$ cat src/rtl/irq_ctrl_pkg.sv
package irq_ctrl_pkg;
  localparam int NUM_GROUPS = 6;
  localparam int NUM_SRC = 12;
  localparam int NUM_LEVELS = 4;
  localparam int LEVEL_W = 2;
  localparam int SRC_W = 4;
  localparam int VEC_W = 16;
  localparam int CALL_CYCLES = 2;
  localparam int STEPS_PER_CYCLE = 6;
  localparam int SAMPLE_STATE = 4;
  // Source index order: group g first member at 2g, second at 2g+1
  localparam logic [SRC_W-1:0] SRC_EXT0 = 4'h0;
  localparam logic [SRC_W-1:0] SRC_ADC = 4'h1;
  localparam logic [SRC_W-1:0] SRC_TIMER0 = 4'h2;
  localparam logic [SRC_W-1:0] SRC_CAN_SW = 4'h3;
  localparam logic [SRC_W-1:0] SRC_EXT1 = 4'h4;
  localparam logic [SRC_W-1:0] SRC_EXT3 = 4'h5;
  localparam logic [SRC_W-1:0] SRC_TIMER1 = 4'h6;
  localparam logic [SRC_W-1:0] SRC_EXT4 = 4'h7;
  localparam logic [SRC_W-1:0] SRC_SERIAL = 4'h8;
  localparam logic [SRC_W-1:0] SRC_EXT5 = 4'h9;
  localparam logic [SRC_W-1:0] SRC_TIMER2 = 4'hA;
  localparam logic [SRC_W-1:0] SRC_EXT6 = 4'hB;
  localparam logic [VEC_W-1:0] VEC_WAKEUP = 16'h007B;
  localparam logic [VEC_W-1:0] VEC_TABLE [NUM_SRC] = '{
    16'h0003, 16'h0043, 16'h000B, 16'h004B, 16'h0013, 16'h0053,
    16'h001B, 16'h005B, 16'h0023, 16'h0063, 16'h002B, 16'h006B};
  typedef enum logic [2:0] {
    ST_RUN = 3'b001,
    ST_CALL1 = 3'b010,
    ST_CALL2 = 3'b100
  } call_state_t;
endpackage

$ cat src/rtl/ext_edge_detect.sv
module ext_edge_detect
  import irq_ctrl_pkg::*;
#(
  parameter bit FALLING = 1'b1
) (
  input wire logic clk_in,
  input wire logic rst_in,
  input wire logic sample_in,
  input wire logic pin_in,
  output logic edge_out
);
  logic curr;

  // Two successive machine-cycle samples; edge seen on the later one
  always_ff @(posedge clk_in) begin
    if (rst_in) begin
      // Idle level of the pin, so no false edge follows reset
      curr <= FALLING;
    end else if (sample_in) begin
      curr <= pin_in;
    end
  end

  always_ff @(posedge clk_in) begin
    if (rst_in) begin
      edge_out <= 1'b0;
    end else begin
      edge_out <= sample_in && (FALLING ? (curr && !pin_in)
                                         : (!curr && pin_in));
    end
  end
endmodule

$ cat src/rtl/prio_select.sv
module prio_select
  import irq_ctrl_pkg::*;
(
  input wire logic [NUM_SRC-1:0] req_in,
  input wire logic [NUM_GROUPS-1:0] prio_low_in,
  input wire logic [NUM_GROUPS-1:0] prio_high_in,
  output logic found_out,
  output logic [SRC_W-1:0] src_out,
  output logic [LEVEL_W-1:0] level_out
);
  logic [LEVEL_W-1:0] lvl [NUM_SRC];

  genvar gi;
  generate
    for (gi = 0; gi < NUM_SRC; gi++) begin : g_lvl
      assign lvl[gi] = {prio_high_in[gi/2], prio_low_in[gi/2]};
    end
  endgenerate

  // Highest level wins; within level, lowest index is first in poll order
  always_comb begin
    found_out = 1'b0;
    src_out = '0;
    level_out = '0;
    for (int i = 0; i < NUM_SRC; i++) begin
      if (req_in[i] && (!found_out || lvl[i] > level_out)) begin
        found_out = 1'b1;
        src_out = SRC_W'(i);
        level_out = lvl[i];
      end
    end
  end
endmodule

$ cat src/rtl/four_level_interrupt_controller.sv
// Operation
// - Each group's level is its high and low priority bits combined.
// - Six groups pair sources; first member of each pair is polled first.
// - Active routine is preempted only by strictly higher level requests.
// - Top-level routine is never preempted by a source; wake-up ignores levels.
// - Highest level among simultaneous requests is vectored first.
// - Equal levels: lower group number, then first member, wins.
// - Flags sampled at state five phase two, polled one step later in the same cycle.
// - No source call while equal or higher level routine is in progress.
// - Call only when poll meets the last cycle of the instruction.
// - After return or enable/priority write, one more instruction runs.
// - Blocked requests are not remembered; poll sees current samples only.
// - Call loads vector, then pushes program counter, not status word.
// - Each source has a fixed vector address; wake-up uses 007Bh.
// - Return from interrupt ends current level and pops two bytes.
// - Plain return leaves the in-progress state untouched.
// - Ext 0/1: trigger bit 0 low level, 1 falling edge.
// - Ext 0/1 flags cleared on vectoring only in edge mode.
// - Ext 4, 5, 6 flags set only on rising pin transitions.
// - Reload flag set by falling reload pin only with reload enabled.
// - Edge-triggered external flags clear on entering their routine.
// - Call takes two machine cycles; single-level latency 3 to 9.
module four_level_interrupt_controller
  import irq_ctrl_pkg::*;
(
  input wire logic clk_in,
  input wire logic rst_in,
  input wire logic [2:0] phase_state_in,
  input wire logic insn_last_cycle_in,
  input wire logic insn_is_return_from_interrupt_in,
  input wire logic insn_is_ret_in,
  input wire logic insn_writes_irq_regs_in,
  input wire logic global_enable_in,
  input wire logic [NUM_SRC-1:0] source_enable_in,
  input wire logic [NUM_GROUPS-1:0] priority_low_bits_reg_in,
  input wire logic [NUM_GROUPS-1:0] priority_high_bits_reg_in,
  input wire logic [1:0] ext_trigger_type_bit_in,
  input wire logic [1:0] ext_request_pin_in,
  input wire logic ext_three_pin_in,
  input wire logic ext_three_rising_in,
  input wire logic [2:0] ext_high_pin_in,
  input wire logic reload_trigger_pin_in,
  input wire logic ext_reload_enable_in,
  input wire logic timer0_overflow_in,
  input wire logic timer1_overflow_in,
  input wire logic timer_two_overflow_flag_in,
  input wire logic serial_rx_tx_flags_in,
  input wire logic conversion_done_flag_in,
  input wire logic can_sw_request_in,
  input wire logic wakeup_request_in,
  input wire logic [NUM_SRC-1:0] flag_set_in,
  input wire logic [NUM_SRC-1:0] flag_clear_in,
  input wire logic reload_flag_clear_in,
  input wire logic [VEC_W-1:0] pc_in,
  output logic [NUM_SRC-1:0] flag_out,
  output logic timer_reload_ext_flag_out,
  output logic long_call_out,
  output logic [1:0] call_cycle_out,
  output logic [VEC_W-1:0] vector_out,
  output logic [SRC_W-1:0] vector_src_out,
  output logic push_valid_out,
  output logic [7:0] push_byte_out,
  output logic pop_pc_out,
  output logic [NUM_LEVELS-1:0] in_progress_out
);
  call_state_t state;
  logic sample_now;
  logic poll_now;
  logic [NUM_SRC-1:0] flag;
  logic reload_flag;
  logic [NUM_SRC-1:0] sampled;
  logic [1:0] ext_fall;
  logic ext3_edge;
  logic ext3_rise;
  logic ext3_fall;
  logic [2:0] ext_rise;
  logic reload_fall;
  logic [NUM_SRC-1:0] req_live;
  logic found;
  logic [SRC_W-1:0] win_src;
  logic [LEVEL_W-1:0] win_level;
  logic [NUM_LEVELS-1:0] in_prog;
  logic [LEVEL_W-1:0] top_level;
  logic any_prog;
  logic hold_one;
  logic blocked;
  logic take;
  logic take_wakeup;
  logic [NUM_SRC-1:0] ack_clear;
  logic [VEC_W-1:0] saved_pc;
  logic [SRC_W-1:0] win_src_q;

  // One machine cycle is a fixed number of steps; phase sequence from core
  assign sample_now = (phase_state_in == 3'(SAMPLE_STATE));
  assign poll_now = insn_last_cycle_in && (state == ST_RUN)
                    && (phase_state_in == 3'(STEPS_PER_CYCLE - 1));

  // Pins are sampled once a machine cycle, so 's hold time is assumed
  genvar gi;
  generate
    for (gi = 0; gi < 2; gi++) begin : g_ext01
      ext_edge_detect #(.FALLING(1'b1)) u_fall (
        .clk_in(clk_in),
        .rst_in(rst_in),
        .sample_in(sample_now),
        .pin_in(ext_request_pin_in[gi]),
        .edge_out(ext_fall[gi])
      );
    end
    for (gi = 0; gi < 3; gi++) begin : g_ext456
      ext_edge_detect #(.FALLING(1'b0)) u_rise (
        .clk_in(clk_in),
        .rst_in(rst_in),
        .sample_in(sample_now),
        .pin_in(ext_high_pin_in[gi]),
        .edge_out(ext_rise[gi])
      );
    end
  endgenerate

  ext_edge_detect #(.FALLING(1'b1)) u_ext3_fall (
    .clk_in(clk_in),
    .rst_in(rst_in),
    .sample_in(sample_now),
    .pin_in(ext_three_pin_in),
    .edge_out(ext3_fall)
  );

  ext_edge_detect #(.FALLING(1'b0)) u_ext3_rise (
    .clk_in(clk_in),
    .rst_in(rst_in),
    .sample_in(sample_now),
    .pin_in(ext_three_pin_in),
    .edge_out(ext3_rise)
  );

  ext_edge_detect #(.FALLING(1'b1)) u_reload (
    .clk_in(clk_in),
    .rst_in(rst_in),
    .sample_in(sample_now),
    .pin_in(reload_trigger_pin_in),
    .edge_out(reload_fall)
  );

  assign ext3_edge = ext_three_rising_in ? ext3_rise : ext3_fall;

  // Flags the hardware clears on vectoring; timer 2, serial, ADC stay set
  always_comb begin
    ack_clear = '0;
    if (state == ST_CALL1) begin
      ack_clear[win_src_q] = 1'b1;
    end
    ack_clear[SRC_ADC] = 1'b0;
    ack_clear[SRC_SERIAL] = 1'b0;
    ack_clear[SRC_TIMER2] = 1'b0;
  end

  // Hardware set beats a same-cycle software or vectoring clear
  always_ff @(posedge clk_in) begin
    if (rst_in) begin
      flag <= '0;
    end else begin
      for (int i = 0; i < NUM_SRC; i++) begin
        flag[i] <= (flag[i] && !flag_clear_in[i] && !ack_clear[i])
                   || flag_set_in[i];
      end
      for (int i = 0; i < 2; i++) begin
        if (!ext_trigger_type_bit_in[i]) begin
          flag[2 * i * 2] <= !ext_request_pin_in[i];
        end else if (ext_fall[i]) begin
          flag[2 * i * 2] <= 1'b1;
        end
      end
      if (ext3_edge) begin
        flag[SRC_EXT3] <= 1'b1;
      end
      if (ext_rise[0]) begin
        flag[SRC_EXT4] <= 1'b1;
      end
      if (ext_rise[1]) begin
        flag[SRC_EXT5] <= 1'b1;
      end
      if (ext_rise[2]) begin
        flag[SRC_EXT6] <= 1'b1;
      end
      if (timer0_overflow_in) begin
        flag[SRC_TIMER0] <= 1'b1;
      end
      if (timer1_overflow_in) begin
        flag[SRC_TIMER1] <= 1'b1;
      end
      if (can_sw_request_in) begin
        flag[SRC_CAN_SW] <= 1'b1;
      end
      flag[SRC_ADC] <= conversion_done_flag_in;
      flag[SRC_SERIAL] <= serial_rx_tx_flags_in;
      flag[SRC_TIMER2] <= timer_two_overflow_flag_in || reload_flag;
    end
  end

  always_ff @(posedge clk_in) begin
    if (rst_in) begin
      reload_flag <= 1'b0;
    end else if (reload_fall && ext_reload_enable_in) begin
      reload_flag <= 1'b1;
    end else if (reload_flag_clear_in) begin
      reload_flag <= 1'b0;
    end
  end

  // Snapshot once a machine cycle; poll reads only this snapshot
  always_ff @(posedge clk_in) begin
    if (rst_in) begin
      sampled <= '0;
    end else if (sample_now) begin
      sampled <= flag;
    end
  end

  assign req_live = global_enable_in ? (sampled & source_enable_in) : '0;

  prio_select u_sel (
    .req_in(req_live),
    .prio_low_in(priority_low_bits_reg_in),
    .prio_high_in(priority_high_bits_reg_in),
    .found_out(found),
    .src_out(win_src),
    .level_out(win_level)
  );

  always_comb begin
    any_prog = |in_prog;
    top_level = '0;
    for (int l = 0; l < NUM_LEVELS; l++) begin
      if (in_prog[l]) begin
        top_level = LEVEL_W'(l);
      end
    end
  end

  // Equal level blocks too, so level 3 routines are never preempted by a source
  assign blocked = (any_prog && win_level <= top_level)
                   || !poll_now
                   || hold_one;
  assign take = found && !blocked;
  assign take_wakeup = wakeup_request_in && poll_now && !hold_one;

  // The poll ending a return or irq register write is refused, so the
  // next instruction always runs before any call
  assign hold_one = insn_is_return_from_interrupt_in || insn_writes_irq_regs_in;

  // Two machine cycles of call: push low then high byte of the return address
  always_ff @(posedge clk_in) begin
    if (rst_in) begin
      state <= ST_RUN;
      win_src_q <= '0;
      saved_pc <= '0;
      vector_out <= '0;
      long_call_out <= 1'b0;
    end else begin
      case (state)
        ST_RUN: begin
          if (take || take_wakeup) begin
            state <= ST_CALL1;
            win_src_q <= win_src;
            saved_pc <= pc_in;
            vector_out <= take ? VEC_TABLE[win_src] : VEC_WAKEUP;
            long_call_out <= 1'b1;
          end
        end
        ST_CALL1: begin
          if (phase_state_in == 3'(STEPS_PER_CYCLE - 1)) begin
            state <= ST_CALL2;
          end
        end
        ST_CALL2: begin
          if (phase_state_in == 3'(STEPS_PER_CYCLE - 1)) begin
            state <= ST_RUN;
            long_call_out <= 1'b0;
          end
        end
        default: begin
          state <= ST_RUN;
        end
      endcase
    end
  end

  always_ff @(posedge clk_in) begin
    if (rst_in) begin
      push_valid_out <= 1'b0;
      push_byte_out <= '0;
    end else begin
      // Program counter only; the status word is left to software
      push_valid_out <= (state != ST_RUN)
                        && (phase_state_in == 3'h0);
      push_byte_out <= (state == ST_CALL1) ? saved_pc[7:0] : saved_pc[15:8];
    end
  end

  // Set on vectoring; only return-from-interrupt clears, plain return ignored
  always_ff @(posedge clk_in) begin
    if (rst_in) begin
      in_prog <= '0;
      pop_pc_out <= 1'b0;
    end else begin
      pop_pc_out <= insn_is_return_from_interrupt_in && insn_last_cycle_in
                    && (phase_state_in == 3'(STEPS_PER_CYCLE - 1));
      if (state == ST_RUN && take) begin
        in_prog[win_level] <= 1'b1;
      end else if (pop_pc_out && !insn_is_ret_in) begin
        in_prog[top_level] <= 1'b0;
      end
    end
  end

  always_ff @(posedge clk_in) begin
    if (rst_in) begin
      vector_src_out <= '0;
      call_cycle_out <= '0;
    end else begin
      vector_src_out <= win_src_q;
      call_cycle_out <= {state == ST_CALL2, state == ST_CALL1};
    end
  end

  assign flag_out = flag;
  assign timer_reload_ext_flag_out = reload_flag;
  assign in_progress_out = in_prog;
endmodule

$ cat config.mk
export PLATFORM = sky130hd
export DESIGN_NAME = four_level_interrupt_controller
export DESIGN_NICKNAME = d
export VERILOG_FILES = /design/src/rtl/irq_ctrl_pkg.sv /design/src/rtl/ext_edge_detect.sv /design/src/rtl/prio_select.sv /design/src/rtl/four_level_interrupt_controller.sv
export SDC_FILE = /design/constraint.sdc
export NUM_CORES = 1
export LEC_CHECK = 0
export CAP_MARGIN = 20
export CORE_ASPECT_RATIO = 0.7
export CORE_UTILIZATION = 50
export CTS_BUF_LIST = sky130_fd_sc_hd__clkbuf_4
export DETAILED_ROUTE_END_ITERATION = 12
export DONT_BUFFER_PORTS = 1
export HOLD_SLACK_MARGIN = 0.12
export PLACE_DENSITY = 0.61
export SLEW_MARGIN = 20
export SYNTH_ARGS = -nofsm -noshare
export SYNTH_HDL_FRONTEND = slang
export SYNTH_SLANG_ARGS = --single-unit
$ cat constraint.sdc
create_clock -name clk_in -period 26.4 [get_ports clk_in]
set_input_delay 3.96 -clock clk_in [delete_from_list [all_inputs] [get_ports clk_in]]
set_output_delay 3.96 -clock clk_in [all_outputs]
set_load 0.01 [all_outputs]
==> flow_metrics.py <==
metrics = {
    "status": {
        "status": "finished, final reports clean",
    },
    "synthesis": {
        "ys_seq_area_share_pct": 41.1,
        "syn-cell-area_um2": 4380,
        "ys.flop_type": "dfxtp_1",
        "synth_cell_type_count": 67,
        "synth-seq-cells": 90,
        "yosys.area.top_type": "dfxtp_1",
        "synth_cells": 543,
        "avgSynthCellArea_um2": 8.07,
        "ys_async_sr_fraction_pct": 0,
        "synthTopCellsByArea": "dfxtp_1, nand2_1, a21oi_1, nor2_1, ha_1",
        "synth_edf_count": 0,
        "synth_top_area_share_pct": 41.1,
        "ys_warn_count": 0,
    },
    "setup_path": {
        "arrival_ns": 18.09,
        "critPathLaunch": "source_enable_in[0]",
        "crit_path_max_incr_delay_ns": 0.46,
        "cp_num_buf_inv": 2,
        "cp_top_family": "compound AO/OA/AOI/OAI gates",
        "slowest_stage": "o31ai_1",
        "start_kind": "primary input",
        "r2r_start": "sampled[0]$_SDFFE_PP0P_",
        "endpoint_kind": "register",
        "cp_data_required_time_ns": 26.72,
        "criticalPathCategory": "in -> reg",
        "crit_path_frequent_cell": "ha_1",
        "cp_max_fo": 9,
    },
    "timing": {
        "max_slew_margin_pct": 46.5,
        "max_slew.worst_pin.slew_ns": 0.802,
        "setup-violations-final": 0,
        "finalHoldViolCount": 0,
        "fin_crit_ns": 17.77,
        "min_period_over_period_pct": 67.3,
        "rsz0062_at_grt": "no",
        "fin_worst_skew_ns": 0.00909,
        "timing.fmax_ghz": 0.0563,
        "finalMaxSlewViolations": 0,
        "fin_setup_tns_ns": 0,
        "setup_ws_ns": 8.63,
    },
    "die": {
        "core_um2": 8480,
        "die_x_um": 114,
        "fp-row-count": 28,
        "initial_core_util_pct": 51.7,
        "dieArea_um2": 9150,
        "die_height_um": 80.3,
        "io_pins": 143,
    },
    "clock_tree": {
        "clockRootBuffer": "clkbuf_4",
        "hold_buffers": 0,
        "cts_tree": "built",
        "cts.sink_count": 90,
        "ctsResizeCount": 0,
        "clock_latency_ns": 0.43,
        "cts_inserted_buffers": 9,
        "htree_levels": 3,
        "clock_path_buffers": 2,
        "cts.reportedPaths.clkPinSlew_ns": 0.12,
        "postCtsSetupBuffers": 0,
    },
    "global_route": {
        "overflow": 0,
        "antenna_found_initial": 0,
        "grt_max_degree": 75,
        "grt_pass1_wl_um": 16900,
        "grt_use_total_pct": 24.0,
        "grt_pass1_vias": 3385,
    },
    "final_layout": {
        "fill_cells": 863,
        "fin_area_um2": 4530,
        "antennaDiodeCount": 0,
        "nets": 640,
        "final_common_cell": "nand2_1",
        "layout-drive-gt1-share_pct": 6.13,
        "area_growth_pct": 3.31,
        "layout_common_cells": "nand2_1, dfxtp_1, a21oi_1",
        "layout.cells.non_filler": 658,
    },
    "drt": {
        "vias": 3733,
        "wl_per_cell_um": 16.2,
        "ant_nets": 0,
        "drt-vias-per-instance": 5.67,
        "dr.pass1.iters": 4,
        "wl_um": 10700,
        "drt_iter0_drc": 210,
        "route.detailed.drc": 0,
    },
    "job": {
        "drv_cap": 0,
    },
    "place": {
        "post-place-ws_ns": 8.24,
        "place.gp.congestion": 0.797,
        "io_buffers": 0,
        "placed_area_um2": 4420,
        "place_inst": 642,
        "dp_hpwl_um": 8010,
    },
    "pwr": {
        "p_leak_nw": 1.76,
        "vdd_ir_drop_max_uv": 27.9,
        "p_per_area_nw_per_um2": 48.2,
    },
    "worst_hold_path": {
        "min_path_type": "reg -> reg",
        "min_from": "g_ext456[1].u_rise.curr$_SDFFE_PP0P_",
    },
}
[final cells by class]
| class | count | area (um^2) | area share [%] |
|---|---|---|---|
| multi-input cells | 406 | 2370 | 52.4 |
| clock buffers | 10 | 75.1 | 1.66 |
| well taps | 120 | 150 | 3.31 |
| clock inverters | 6 | 23.8 | 0.525 |
| repair buffers | 2 | 15.0 | 0.331 |
| flip-flops and latches | 90 | 1800 | 39.8 |
| inverters | 24 | 90.1 | 1.99 |
[cell families after synthesis]
| logic type | count (synthesis) | share of synthesized area (%) |
|---|---|---|
| DFF | 90 | 41.1 |
| other | 1 | 0.0855 |
| muxes | 7 | 2.00 |
| and+or+nand+nor | 234 | 25.0 |
| AOI/OAI and AO/OA | 141 | 22.0 |
| adders and majority gates | 14 | 4.00 |
| buffers and inverters | 56 | 5.79 |
[state kept, by name (all words and copies together), names as in the netlist, 3 cells and up]
| signal | count |
|---|---|
| saved_pc | 16 |
| flag_out | 12 |
| sampled | 12 |
| push_byte_out | 8 |
| vector_out | 5 |
| in_progress_out | 4 |
| vector_src_out | 4 |
| win_src_q | 4 |
| g_ext456.u_rise.curr | 3 |
| g_ext456.u_rise.edge_out | 3 |
| state | 3 |
[through the flow]
stage	total power, mW	utilization (%)	hold slack (ns)
2_1_floorplan	0.160	-	0.396
3_3_place_gp	0.160	52.2	0.404
3_5_place_dp	0.161	52.2	0.409
4_1_cts	0.221	53.3	0.429
5_1_grt	0.230	53.4	0.459
6_report	0.218	53.4	0.427
[where the power goes]
group          total (mW)  internal, mW  switching [mW]
logic              0.0159       0.00659         0.00927
registers           0.142         0.139         0.00311
clock network      0.0608        0.0188          0.0420
total               0.218         0.164          0.0544
[final timing paths]
path	to	slack, ns	depth (start not counted)
max	in_progress_out[0]$_SDFFE_PP0P_	8.63	69
min	g_ext456[1].u_rise.edge_out$_SDFF_PP0_	0.43	1
max reg2reg	in_progress_out[0]$_SDFFE_PP0P_	11.77	69
min reg2reg	g_ext456[1].u_rise.edge_out$_SDFF_PP0_	0.43	1
[synth_stat cells, types with 4 or more instances]
master and instances:
nand2_1 106, dfxtp_1 90, a21oi_1 66, nor2_1 48, inv_1 24, clkbuf_1 19
o21ai_0 15, ha_1 14, nor2b_1 12, nor3b_1 12, buf_4 11, nand3_1 10
and2_1 7, a211oi_1 6, nand3b_1 6, and3_1 5, nand2b_1 5, nor3_1 5
a211o_1 4
[per-layer routing]
layer / vias up / global-route usage [%] / routed length [um]
li1: 1860 / - / -
met1: 1724 / 33.7 / 5230
met2: 136 / 34.9 / 4380
met3: 13 / 8.38 / 975
met4: 0 / 5.19 / 92
met5: - / 0 / 0
Power figures use the tool's default switching activity.
